==> config.mk <==
export PLATFORM = sky130hd
export DESIGN_NAME = tmop_top
export DESIGN_NICKNAME = d
export VERILOG_FILES = /design/src/tmop_pkg.sv /design/src/tmop_deadtime.sv /design/src/tmop_top.sv
export SDC_FILE = /design/constraint.sdc
export NUM_CORES = 1
export LEC_CHECK = 0
export BUFFER_PORTS_ARGS = -buffer_cell sky130_fd_sc_hd__buf_2
export CAP_MARGIN = 40
export CORE_MARGIN = 2
export CORE_UTILIZATION = 40
export CTS_BUF_LIST = sky130_fd_sc_hd__clkbuf_4
export DETAILED_ROUTE_END_ITERATION = 10
export SKIP_LAST_GASP = 1
export SLEW_MARGIN = 15
export SYNTH_ARGS = -nofsm -noshare
export SYNTH_HDL_FRONTEND = slang
export SYNTH_HIERARCHICAL = 1
export SYNTH_SLANG_ARGS = --single-unit
export TNS_END_PERCENT = 5
==> constraint.sdc <==
create_clock -name CLK_SYS -period 7.35 [get_ports CLK_SYS]
set_clock_uncertainty 0.1 [all_clocks]
set_input_delay 1.1025 -clock CLK_SYS [delete_from_list [all_inputs] [get_ports CLK_SYS]]
set_output_delay 1.1025 -clock CLK_SYS [all_outputs]
set_load 0.01 [all_outputs]
==> src/tmop_pkg.sv <==
// constants and helpers shared by the output protection block
`default_nettype none
package tmop_pkg;
  // register byte offsets
  localparam logic [7:0] ADDR_CH2 = 8'h3c;
  localparam logic [7:0] ADDR_CH3 = 8'h40;
  localparam logic [7:0] ADDR_WRITE_LOCK_LEVEL = 8'h44;
  localparam logic [7:0] ADDR_STAT = 8'h80;
  localparam logic [7:0] ADDR_MASK = 8'h84;
  // protection register field positions
  localparam int MOE_BIT = 15;
  localparam int AOE_BIT = 14;
  localparam int BPOL_BIT = 13;
  localparam int BEN_BIT = 12;
  localparam int ROFF_BIT = 11;
  localparam int IOFF_BIT = 10;
  localparam int LOCK_LSB = 8;
  localparam int DT_LSB = 0;
  // reset values
  localparam logic [15:0] VAL_RST = 16'h0000;
  localparam logic [7:0] DT_RST = 8'h00;
  localparam logic [1:0] LOCK_RST = 2'h0;
  localparam logic [3:0] STAT_RST = 4'h0;
  localparam logic [3:0] MASK_RST = 4'h0;
  // lock levels and channel mode
  localparam logic [1:0] LOCK_NONE = 2'h0;
  localparam logic [1:0] LOCK_L2 = 2'h2;
  localparam logic [1:0] LOCK_L3 = 2'h3;
  localparam logic [1:0] MODE_OUT = 2'h0;
  // status bits
  localparam int ST_BREAK = 0;
  localparam int ST_CAP2 = 1;
  localparam int ST_CAP3 = 2;
  localparam int ST_AUTO = 3;
  localparam int DT_W = 10;

  // dead time in dead-time clock ticks
  function automatic logic [DT_W-1:0] dt_ticks(input logic [7:0] s);
    logic [DT_W-1:0] r;
    r = '0;
    if (!s[7]) begin
      r = {2'h0, s};
    end else if (!s[6]) begin
      r = {2'h0, 2'h1, s[5:0]} << 1;
    end else if (!s[5]) begin
      r = {5'h01, s[4:0]} << 3;
    end else begin
      r = {5'h01, s[4:0]} << 4;
    end
    return r;
  endfunction
endpackage
`default_nettype wire

==> src/tmop_deadtime.sv <==
// dead-time inserter for one complementary output pair
`default_nettype none
module tmop_deadtime (
  // clock and reset
  input wire logic clk,
  input wire logic nrst,
  // dead-time clock enable and delay
  input wire logic tick,
  input wire logic [tmop_pkg::DT_W-1:0] dt,
  // reference in, pair out
  input wire logic ref_in,
  output logic out_p,
  output logic out_n
);
  logic ref_q;
  logic [tmop_pkg::DT_W-1:0] cnt_q;

  // each edge of the reference restarts the gap
  always_ff @(posedge clk or negedge nrst) begin
    if (!nrst) begin
      ref_q <= 1'b0;
      cnt_q <= '0;
    end else if (ref_in != ref_q) begin
      ref_q <= ref_in;
      cnt_q <= dt;
    end else if (tick && cnt_q != '0) begin
      cnt_q <= cnt_q - 1'b1;
    end
  end

  // both sides held low while the gap runs
  always_ff @(posedge clk or negedge nrst) begin
    if (!nrst) begin
      out_p <= 1'b0;
      out_n <= 1'b0;
    end else begin
      out_p <= ref_q && cnt_q == '0;
      out_n <= !ref_q && cnt_q == '0;
    end
  end
endmodule
`default_nettype wire

==> src/tmop_top.sv <==
// compare values, protection register and output gating of channels 2 and 3
//
// The plain strobed port was decided locally.
`default_nettype none
// Function
// - input mode: value holds last capture, read-only
// - output mode: compare, shadow loads on update
// - main enable set by write or auto update
// - main enable cleared by write or break
// - main enable gates output-mode enabled channels
// - auto enable sets main enable without break
// - break polarity bit selects active level
// - break enable gates break and clock fail
// - run off-state bit: disabled or off level
// - idle: off level if idle off-state bit or either channel enable set, else disabled
// - lock one freezes break, auto, dead time
// - lock two also freezes run and idle off-state bits
// - lock three also raises the compare-control lock output
// - lock field writable once after reset
// - dead time decoded from top setting bits
// - dead-time tick divided by clock division
module tmop_top (
  // clock and reset
  input wire logic CLK_SYS,
  input wire logic NRST,
  // register port
  input wire logic [7:0] ADDR,
  input wire logic [31:0] WDATA,
  input wire logic WR,
  input wire logic RD,
  output logic [31:0] RDATA,
  // timer context
  input wire logic [15:0] COUNTER,
  input wire logic UPDATE_EVT,
  input wire logic [1:0] CLOCK_DIV,
  // channel 2 settings
  input wire logic [1:0] CH2_MODE,
  input wire logic CH2_CAPTURE,
  input wire logic CH2_SHADOW_EN,
  input wire logic CH2_OUT_EN,
  input wire logic CH2_COMP_EN,
  input wire logic CH2_IDLE_LEVEL,
  input wire logic CH2_IDLE_LEVEL_N,
  // channel 3 settings
  input wire logic [1:0] CH3_MODE,
  input wire logic CH3_CAPTURE,
  input wire logic CH3_SHADOW_EN,
  input wire logic CH3_OUT_EN,
  input wire logic CH3_COMP_EN,
  input wire logic CH3_IDLE_LEVEL,
  input wire logic CH3_IDLE_LEVEL_N,
  // fault pins
  input wire logic [3:0] BREAK_IN,
  input wire logic CLOCK_MON_FAIL,
  // channel pins
  output logic CH2_O,
  output logic CH2_O_OE,
  output logic CH2_ON,
  output logic CH2_ON_OE,
  output logic CH3_O,
  output logic CH3_O_OE,
  output logic CH3_ON,
  output logic CH3_ON_OE,
  // status toward the rest of the timer
  output logic MAIN_OE,
  output logic LOCK_BASIC,
  output logic LOCK_OFFSTATE,
  output logic LOCK_COMPARE,
  output logic IRQ
);
  logic [1:0] mode [2];
  logic [1:0] cap, shadow, en, nen, idle_lvl, idle_lvl_n;
  logic [15:0] val_q [2], act_q [2];
  logic [1:0] wr_val, out_mode, ref_lvl, dt_p, dt_n;
  logic moe_q, aoe_q, bpol_q, ben_q, roff_q, ioff_q, lock_once_q;
  logic [1:0] lock_q;
  logic [7:0] dt_q;
  logic [3:0] brk_s1_q, brk_s2_q;
  logic ckm_s1_q, ckm_s2_q;
  logic brk_hit, wr_write_lock_level;
  logic [1:0] div_q, div_lim;
  logic dt_tick;
  logic [3:0] stat_q, mask_q, stat_set;
  logic [1:0] o_d, oe_d, on_d, one_d;
  logic [1:0] o_q, oe_q, on_q, one_q;
  logic [31:0] rdata_q;

  assign mode[0] = CH2_MODE;
  assign mode[1] = CH3_MODE;
  assign cap = {CH3_CAPTURE, CH2_CAPTURE};
  assign shadow = {CH3_SHADOW_EN, CH2_SHADOW_EN};
  assign en = {CH3_OUT_EN, CH2_OUT_EN};
  assign nen = {CH3_COMP_EN, CH2_COMP_EN};
  assign idle_lvl = {CH3_IDLE_LEVEL, CH2_IDLE_LEVEL};
  assign idle_lvl_n = {CH3_IDLE_LEVEL_N, CH2_IDLE_LEVEL_N};
  assign wr_val = {WR && ADDR == tmop_pkg::ADDR_CH3, WR && ADDR == tmop_pkg::ADDR_CH2};
  assign wr_write_lock_level = WR && ADDR == tmop_pkg::ADDR_WRITE_LOCK_LEVEL;

  // compare/capture values
  always_ff @(posedge CLK_SYS or negedge NRST) begin
    if (!NRST) begin
      val_q[0] <= tmop_pkg::VAL_RST;
      val_q[1] <= tmop_pkg::VAL_RST;
    end else begin
      for (int i = 0; i < 2; i++) begin
        if (!out_mode[i]) begin
          if (cap[i]) begin
            val_q[i] <= COUNTER;
          end
        end else if (wr_val[i]) begin
          val_q[i] <= WDATA[15:0];
        end
      end
    end
  end

  // shadowed compare values load only on update
  always_ff @(posedge CLK_SYS or negedge NRST) begin
    if (!NRST) begin
      act_q[0] <= tmop_pkg::VAL_RST;
      act_q[1] <= tmop_pkg::VAL_RST;
    end else begin
      for (int i = 0; i < 2; i++) begin
        if (!shadow[i] || UPDATE_EVT) begin
          act_q[i] <= val_q[i];
        end
      end
    end
  end

  always_comb begin
    for (int i = 0; i < 2; i++) begin
      out_mode[i] = mode[i] == tmop_pkg::MODE_OUT;
      ref_lvl[i] = COUNTER < act_q[i];
    end
  end

  // fault pins are asynchronous
  always_ff @(posedge CLK_SYS or negedge NRST) begin
    if (!NRST) begin
      brk_s1_q <= 4'h0;
      brk_s2_q <= 4'h0;
      ckm_s1_q <= 1'b0;
      ckm_s2_q <= 1'b0;
    end else begin
      brk_s1_q <= BREAK_IN;
      brk_s2_q <= brk_s1_q;
      ckm_s1_q <= CLOCK_MON_FAIL;
      ckm_s2_q <= ckm_s1_q;
    end
  end

  assign brk_hit = ben_q && ((|(bpol_q ? brk_s2_q : ~brk_s2_q)) || ckm_s2_q);

  // main enable: break beats everything, auto set beats software clear
  always_ff @(posedge CLK_SYS or negedge NRST) begin
    if (!NRST) begin
      moe_q <= 1'b0;
    end else if (brk_hit) begin
      moe_q <= 1'b0;
    end else if (UPDATE_EVT && aoe_q) begin
      moe_q <= 1'b1;
    end else if (wr_write_lock_level) begin
      moe_q <= WDATA[tmop_pkg::MOE_BIT];
    end
  end

  // lock-protected fields
  always_ff @(posedge CLK_SYS or negedge NRST) begin
    if (!NRST) begin
      aoe_q <= 1'b0;
      bpol_q <= 1'b0;
      ben_q <= 1'b0;
      dt_q <= tmop_pkg::DT_RST;
    end else if (wr_write_lock_level && lock_q == tmop_pkg::LOCK_NONE) begin
      aoe_q <= WDATA[tmop_pkg::AOE_BIT];
      bpol_q <= WDATA[tmop_pkg::BPOL_BIT];
      ben_q <= WDATA[tmop_pkg::BEN_BIT];
      dt_q <= WDATA[tmop_pkg::DT_LSB +: 8];
    end
  end

  always_ff @(posedge CLK_SYS or negedge NRST) begin
    if (!NRST) begin
      roff_q <= 1'b0;
      ioff_q <= 1'b0;
    end else if (wr_write_lock_level && lock_q < tmop_pkg::LOCK_L2) begin
      roff_q <= WDATA[tmop_pkg::ROFF_BIT];
      ioff_q <= WDATA[tmop_pkg::IOFF_BIT];
    end
  end

  // any protection-register write spends the one lock write
  always_ff @(posedge CLK_SYS or negedge NRST) begin
    if (!NRST) begin
      lock_q <= tmop_pkg::LOCK_RST;
      lock_once_q <= 1'b0;
    end else if (wr_write_lock_level && !lock_once_q) begin
      lock_q <= WDATA[tmop_pkg::LOCK_LSB +: 2];
      lock_once_q <= 1'b1;
    end
  end
  assign LOCK_BASIC = lock_q != tmop_pkg::LOCK_NONE;
  assign LOCK_OFFSTATE = lock_q >= tmop_pkg::LOCK_L2;
  assign LOCK_COMPARE = lock_q == tmop_pkg::LOCK_L3;
  assign MAIN_OE = moe_q;
  // dead-time clock enable from the timer clock
  always_comb begin
    unique case (CLOCK_DIV)
      2'h0: div_lim = 2'h0;
      2'h1: div_lim = 2'h1;
      default: div_lim = 2'h3;
    endcase
  end
  assign dt_tick = div_q >= div_lim;
  always_ff @(posedge CLK_SYS or negedge NRST) begin
    if (!NRST) begin
      div_q <= 2'h0;
    end else begin
      div_q <= dt_tick ? 2'h0 : div_q + 2'h1;
    end
  end
  for (genvar g = 0; g < 2; g++) begin : g_dt
    tmop_deadtime u_dt (
      .clk(CLK_SYS),
      .nrst(NRST),
      .tick(dt_tick),
      .dt(tmop_pkg::dt_ticks(dt_q)),
      .ref_in(ref_lvl[g]),
      .out_p(dt_p[g]),
      .out_n(dt_n[g])
    );
  end

  // output gating; off-state in run mode is the inactive level
  always_comb begin
    for (int i = 0; i < 2; i++) begin
      o_d[i] = 1'b0;
      oe_d[i] = 1'b0;
      on_d[i] = 1'b0;
      one_d[i] = 1'b0;
      if (out_mode[i]) begin
        if (moe_q) begin
          if (en[i]) begin
            oe_d[i] = 1'b1;
            o_d[i] = nen[i] ? dt_p[i] : ref_lvl[i];
          end else begin
            oe_d[i] = roff_q;
          end
          if (nen[i]) begin
            one_d[i] = 1'b1;
            on_d[i] = en[i] ? dt_n[i] : !ref_lvl[i];
          end else begin
            one_d[i] = roff_q;
          end
        end else if (ioff_q || en[i] || nen[i]) begin
          oe_d[i] = 1'b1;
          one_d[i] = 1'b1;
          o_d[i] = idle_lvl[i];
          on_d[i] = idle_lvl_n[i];
        end
      end
    end
  end

  always_ff @(posedge CLK_SYS or negedge NRST) begin
    if (!NRST) begin
      o_q <= 2'h0;
      oe_q <= 2'h0;
      on_q <= 2'h0;
      one_q <= 2'h0;
    end else begin
      o_q <= o_d;
      oe_q <= oe_d;
      on_q <= on_d;
      one_q <= one_d;
    end
  end

  assign CH2_O = o_q[0];
  assign CH2_O_OE = oe_q[0];
  assign CH2_ON = on_q[0];
  assign CH2_ON_OE = one_q[0];
  assign CH3_O = o_q[1];
  assign CH3_O_OE = oe_q[1];
  assign CH3_ON = on_q[1];
  assign CH3_ON_OE = one_q[1];

  // sticky events, cleared by reading; a new event wins over the clear
  assign stat_set = {UPDATE_EVT && aoe_q && !brk_hit && !moe_q,
                     CH3_CAPTURE && !out_mode[1],
                     CH2_CAPTURE && !out_mode[0],
                     brk_hit};

  always_ff @(posedge CLK_SYS or negedge NRST) begin
    if (!NRST) begin
      stat_q <= tmop_pkg::STAT_RST;
    end else if (RD && ADDR == tmop_pkg::ADDR_STAT) begin
      stat_q <= stat_set;
    end else begin
      stat_q <= stat_q | stat_set;
    end
  end

  always_ff @(posedge CLK_SYS or negedge NRST) begin
    if (!NRST) begin
      mask_q <= tmop_pkg::MASK_RST;
    end else if (WR && ADDR == tmop_pkg::ADDR_MASK) begin
      mask_q <= WDATA[3:0];
    end
  end
  assign IRQ = |(stat_q & mask_q);
  // read data valid the cycle after the strobe only
  always_ff @(posedge CLK_SYS or negedge NRST) begin
    if (!NRST) begin
      rdata_q <= 32'h0;
    end else if (!RD) begin
      rdata_q <= 32'h0;
    end else begin
      unique case (ADDR)
        tmop_pkg::ADDR_CH2: rdata_q <= {16'h0, val_q[0]};
        tmop_pkg::ADDR_CH3: rdata_q <= {16'h0, val_q[1]};
        tmop_pkg::ADDR_WRITE_LOCK_LEVEL: rdata_q <= {16'h0, moe_q, aoe_q, bpol_q, ben_q,
                                        roff_q, ioff_q, lock_q, dt_q};
        tmop_pkg::ADDR_STAT: rdata_q <= {28'h0, stat_q};
        tmop_pkg::ADDR_MASK: rdata_q <= {28'h0, mask_q};
        default: rdata_q <= 32'h0;
      endcase
    end
  end
  assign RDATA = rdata_q;
endmodule
`default_nettype wire
==> run_results.csv, run 1 <==
group,metric,value,unit
clock_network,htree_levels,4,
power,power_leakage,4.117,nW
power,power,2.226,mW
floorplanning,design.core.area,19330,um^2
power,peakVddDrop,0.1252,mV
global_routing,antenna_found_initial,2,
clock_network,clock_sinks,151,
global_routing,grt_pass1_vias,5697,
outcome,outcome,"finished clean",
logic_synthesis,yosysWarnings,6,
place,dp_hpwl,13620,um
setup_path,crit_type,"in -> reg",
route,via_per_inst,5.207,
clock_network,cts_root_buf,"clkbuf_4",
logic_synthesis,synth-edff-count,0,
route,via_count,5941,
setup_path,cp.required,7750,ps
timing,finalCriticalPeriod,3558,ps
logic_synthesis,yosysTopAreaCell,"dfrtp_1",
global_routing,overflow,0,
cells_and_area,regArea,3779,um^2
power,pwr_density_cell,251.5,nW/um^2
floorplanning,dieArea,20730,um^2
clock_network,cts_hold_buf,0,
logic_synthesis,syn_area_per_cell,10.18,um^2
floorplanning,fp-row-count,51,
logic_synthesis,syn_area,7839,um^2
clock_network,cts_buffers,17,
logic_synthesis,ys_top_cells_by_area,"dfrtp_1 (48%), ha_1 (5.4%), mux2i_1 (4.3%), mux2_2 (4.2%), nand2_1 (4.2%)",
timing,setup-tns-final,0,ps
timing,worstMarginPinSlew,853.3,ps
clock_network,post_cts_buffers,0,
route,drt_pass1_iterations,6,
route,drc,0,
logic_synthesis,async_reset_ff_frac,1.000,
global_routing,grt_max_degree,59,
timing,hold_viol,0,
logic_synthesis,syn_inst,770,
cells_and_area,multi_input_area,3646,um^2
logic_synthesis,synth_top_area_frac,0.4820,
global_routing,grt_usage,0.1938,
clock_network,clk_pin_slew,160,ps
cells_and_area,areaGrowthSynthToFinish,12.91,%
timing,setup_violations,0,
setup_path,worstPathArrival,3960,ps
timing,drv_slew,0,
route,wl_per_cell,16.90,um
logic_synthesis,synth_top_flop_cell,"dfrtp_1",
setup_path,cp_max_fo,9,
floorplanning,die_h,144.0,um
setup_path,crit_path_end_kind,"flop",
cells_and_area,drive_gt1_frac,0.2231,
logic_synthesis,yosysSeqAreaShare,0.4820,
timing,rsz0062_at_grt,"no",
timing,slew_headroom,0.4311,
route,antenna_left,0,
clock_network,cts_resized,0,
route,drt_first_iter_violations,465,
clock_network,cts_tree,"done",
timing,max_freq,0.2810,GHz
logic_synthesis,ys_types,64,
hold_path,hp-class,"reg -> reg",
place,portBuffers,96,
place,gp_congestion,0.8154,
cells_and_area,fillers,1871,
job,maxCapViolations,0,
timing,holdWs,266.9,ps
global_routing,grt_pass1_wl,30560,um
floorplanning,ios,129,
floorplanning,start_util,0.4054,
route,routed_wl,19280,um
logic_synthesis,ys_ff_latch,151,
clock_network,clock_path_buffers,2,
timing,timing.final.crit_share,0.4841,
cells_and_area,fin_nets,979,
clock_network,clk_latency,570,ps
floorplanning,die_w,144.0,um
setup_path,start_kind,"input pin",
power by group:
group          switching [mW]  leakage, nW  internal (mW)
combinational           0.347         2.04          0.265
clock                   0.348        0.149          0.182
sequential              0.129         1.93          0.956
total                   0.824         4.12           1.40
cell usage in the layout (no fill, tap or decap), types with 6 or more instances in the layout:
| master | n |
|---|---|
| ha_1 | 34 |
| nand4_1 | 9 |
| o21a_1 | 6 |
| nand2b_1 | 8 |
| nor3_1 | 11 |
| inv_6 | 8 |
| o21ai_0 | 54 |
| clkbuf_4 | 17 |
| inv_1 | 54 |
| o21ai_1 | 19 |
| buf_2 | 95 |
| o211ai_1 | 7 |
| nand3_1 | 13 |
| dfrtp_1 | 151 |
| nand2_1 | 87 |
| conb_1 | 16 |
| mux2_1 | 10 |
| a21oi_1 | 32 |
| buf_4 | 12 |
| nor2b_1 | 7 |
| mux2_2 | 29 |
| a22oi_1 | 17 |
| a31oi_1 | 10 |
| mux2i_1 | 34 |
| nor2_1 | 34 |
per-layer routing:
| metal | part of all wire | global-route usage | up-vias |
|---|---|---|---|
| li1 | - | - | 2901 |
| met2 | 0.46 | 0.3120 | 139 |
| met5 | 0 | 0 | - |
| met4 | 0.012 | 0.05315 | 0 |
| met3 | 0.043 | 0.03311 | 14 |
| met1 | 0.48 | 0.2711 | 2887 |
registers in the layout, indices dropped and copies added, names as in the netlist, 4 cells and up:
register,cells
brk_s2_q,4
mask_q,4
dt_q,8
act_q,32
stat_q,4
g_dt.u_dt/cnt_q,20
val_q,32
brk_s1_q,4
RDATA,16
Yosys cell counts, types with 13 or more instances:
cell	instances
nand2_1	87
a22oi_1	17
a21oi_1	32
mux2_2	29
clkbuf_1	23
mux2i_1	34
nor2_1	36
o21ai_1	19
inv_1	54
nand3_1	13
ha_1	34
buf_4	17
o21ai_0	54
dfrtp_1	151
layout make-up:
type,instances,share of cell area
Sequential cell,151,0.4269
Multi-Input combinational cell,528,0.4119
Timing Repair Buffer,109,0.06828
Tap cell,265,0.03746
Inverter,54,0.02290
Clock inverter,15,0.01753
Clock buffer,17,0.01442
Antenna cell,2,0.0005655
worst max-delay path: stages:
cell	delay, ps
buf_2	130
ha_1	310
nand4_1	160
or3_1	360
or4_1	400
o211ai_1	230
inv_1	180
xor2_1	310
or4_2	670
nand3_1	100
stage by stage:
step	utilization	std cells	worst slack (ps)	instance area [um^2]
after floorplan	-	785	3773	7895
after global placement	0.4407	1104	3249	8521
after detailed placement	0.4429	1107	3262	8563
after CTS	0.4575	1139	3882	8846
after global routing	0.4578	1141	3780	8851
final	0.4578	1141	3792	8851
logic make-up (layout without fill, tap and decap cells):
| group | Yosys count | after routing | share of synthesized area |
|---|---|---|---|
| buf+inv | 106 | 195 | 0.06448 |
| other cells | 1 | 18 | 0.0004784 |
| fa+ha+maj | 34 | 34 | 0.05427 |
| simple gates | 212 | 212 | 0.1438 |
| compound gates | 184 | 184 | 0.1454 |
| mux | 73 | 73 | 0.09944 |
| flops | 151 | 151 | 0.4820 |
| xor+xnor | 9 | 9 | 0.01006 |
final timing paths:
check / start / endpoint / slack [ps] / depth (start not counted)
worst max-delay path: COUNTER[11] / g_dt[0].u_dt/cnt_q[6] / 3790 / 10
worst min-delay path: brk_s1_q[2] / brk_s2_q[2] / 270 / 0
worst max register to register: act_q[27] / g_dt[0].u_dt/cnt_q[6] / 4080 / 10
worst min register to register: brk_s1_q[2] / brk_s2_q[2] / 270 / 0
max in group asynchronous: NRST / stat_q[1] / 5670 / 2
min in group asynchronous: NRST / RDATA[11] / 340 / 1
No activity file was read; power rests on OpenSTA's default activity.
==> inputs of run 2 (changes only) <==
==> constraint.sdc (replaced) <==
create_clock -name CLK_SYS -period 3.52 [get_ports CLK_SYS]
set_clock_uncertainty 0.1 [all_clocks]
set_input_delay 0.528 -clock CLK_SYS [delete_from_list [all_inputs] [get_ports CLK_SYS]]
set_output_delay 0.528 -clock CLK_SYS [all_outputs]
set_load 0.01 [all_outputs]
==> run_results.csv, run 2 (synthesized netlist as in run 1, its figures left out) <==
group,metric,value,unit
outcome,outcome,"finished clean",
floorplanning,start_util,0.4054,
route,wl_per_cell,16.97,um
setup_path,crit_top_cell,"inv_1",
floorplanning,fp-row-count,51,
global_routing,grt_pass1_wl,31250,um
setup_path,worst_path_max_delay_cell,"or4_2",
cells_and_area,reg.largest.list,"act_q: 32 flops, val_q: 32 flops, g_dt.u_dt/cnt_q: 20 flops",
place,dp_hpwl,13960,um
setup_path,start_kind,"flop",
place,dp.cells,1112,
route,antenna_left,0,
route,drc,0,
hold_path,hp-class,"in -> reg",
route,wl_met1,8968,um
global_routing,grt_pass1_vias,5900,
cells_and_area,fillers,1899,
global_routing,overflow,0,
timing,rsz0062_at_grt,"no",
setup_path,crit_path_end_kind,"flop",
global_routing,antenna_found_initial,1,
timing,setup_violations,0,
timing,slew_headroom,0.4428,
global_routing,grt_usage,0.1993,
clock_network,clk_pin_slew,160,ps
place,gp_congestion,0.7942,
timing,timing.final.crit_share,0.8735,
route,top_layer_used,"met4",
cells_and_area,final_cells,1151,
global_routing,grt_max_degree,85,
floorplanning,design.core.area,19330,um^2
setup_path,cpPeakStageDelay,610,ps
setup_path,cp_max_fo,3,
job,maxCapViolations,0,
cells_and_area,drive_gt1_frac,0.2260,
floorplanning,ios,129,
timing,max_freq,0.3252,GHz
cells_and_area,fin_nets,990,
floorplanning,die_h,144.0,um
power,pwr_density_cell,528.6,nW/um^2
place,portBuffers,96,
setup_path,reg2reg_slack,450,ps
route,via_count,6141,
route,drt_first_iter_violations,479,
timing,finalCriticalPeriod,3075,ps
clock_network,clk_latency,580,ps
clock_network,cts_buffers,17,
clock_network,cts_tree,"done",
clock_network,htree_levels,4,
clock_network,cts_root_buf,"clkbuf_4",
setup_path,path_cells,"inv_1 > ha_1 > nand4_1 > or3_1 > or4_1 > o211ai_1 > inv_1 > xor2_1 > or4_2 > nand3_1",
route,met2_length,9084,um
setup_path,crit_type,"reg -> reg",
power,power_leakage,4.175,nW
clock_network,clock_sinks,151,
route,drt_pass1_iterations,6,
cells_and_area,final_util,0.4634,
power,peakVddDrop,0.2451,mV
timing,setup-tns-final,0,ps
floorplanning,dieArea,20730,um^2
clock_network,clock_path_buffers,2,
cells_and_area,mostFrequentLayoutCell,"dfrtp_1",
cells_and_area,most-common-layout-cells,"dfrtp_1 (151), buf_2 (95), nand2_1 (87)",
setup_path,cp.required,3930,ps
route,routed_wl,19530,um
timing,hold_viol,0,
floorplanning,die_w,144.0,um
timing,worstMarginPinSlew,833.2,ps
setup_path,worstPathArrival,3480,ps
clock_network,cts_resized,0,
route,via_per_inst,5.335,
route,met3_length,1093,um
cells_and_area,areaGrowthSynthToFinish,14.30,%
timing,drv_slew,0,
==> run 2: cell types whose count changed in the layout (fill, tap and decap cells not counted), sizes merged <==
cell / before / now
inv: 64 / 62
clkinv: 2 / 4
diode: 2 / 1
buf: 109 / 114
dlygate4sd3: 0 / 6
==> run 2: final cells by class <==
| cell class | count | area, um^2 | share of cell area |
|---|---|---|---|
| sequential | 151 | 3779 | 0.4217 |
| multi-input combinational | 528 | 3637 | 0.4059 |
| timing repair buffer | 120 | 694.4 | 0.07750 |
| tap | 265 | 331.6 | 0.03701 |
| inverter | 54 | 202.7 | 0.02262 |
| clock inverter | 15 | 185.2 | 0.02067 |
| clock buffer | 17 | 127.6 | 0.01424 |
| antenna | 1 | 2.502 | 0.0002793 |
==> run 2: per-layer routing <==
| metal | global-route usage | vias to the layer above |
|---|---|---|
| met5 | 0 | - |
| met4 | 0.07069 | 0 |
| met3 | 0.03874 | 31 |
| met2 | 0.3148 | 189 |
| met1 | 0.2746 | 2992 |
| li1 | - | 2929 |
==> run 2: report_power, final <==
| group | switching, mW | leakage (nW) | internal [mW] | total, mW |
|---|---|---|---|---|
| Combinational | 0.728 | 2.09 | 0.579 | 1.31 |
| Clock | 0.769 | 0.161 | 0.398 | 1.17 |
| Sequential | 0.267 | 1.93 | 2.00 | 2.26 |
| Total | 1.76 | 4.17 | 2.97 | 4.74 |
==> run 2: critical path, delay by kind of cell (launching register included) <==
kind	cells	cell delay (ps)
flip-flops	1	350
AO/OA/AOI/OAI	1	230
XOR/XNOR	1	210
AND/OR/NAND/NOR	5	1590
buffers and inverters	2	210
adder cells (fa/ha/maj)	1	310
==> run 2: worst paths after layout <==
kind,endpoint,start,cells past startpoint
worst min register to register,brk_s2_q[2],brk_s1_q[2],0
worst max-delay path,g_dt[0].u_dt/cnt_q[6],act_q[27],10
worst max register to register,g_dt[0].u_dt/cnt_q[6],act_q[27],10
worst min-delay path,bpol_q,WDATA[13],2
max in group asynchronous,dt_q[4],NRST,3
min in group asynchronous,RDATA[11],NRST,2
==> run 2: stage by stage <==
step / cell area, um^2 / hold slack, ps / worst slack [ps] / power [mW]
3_3_place_gp: 8577 / 232.0 / 197.1 / 3.563
6_report: 8960 / 94.19 / 445.2 / 4.736
4_1_cts: 8957 / 39.43 / 435.4 / 4.783
3_5_place_dp: 8584 / 235.8 / 165.4 / 3.603
2_1_floorplan: 7895 / 132.4 / 517.8 / 3.189
5_1_grt: 8960 / 33.76 / 283.2 / 5.068
==> run 2: repair_timing <==
| action | CTS | global route |
|---|---|---|
| setup endpoints to repair | 0 | 0 |
| hold endpoints to repair | 72 | 0 |
| hold buffers | 6 | 0 |
| setup buffers | 0 | 0 |
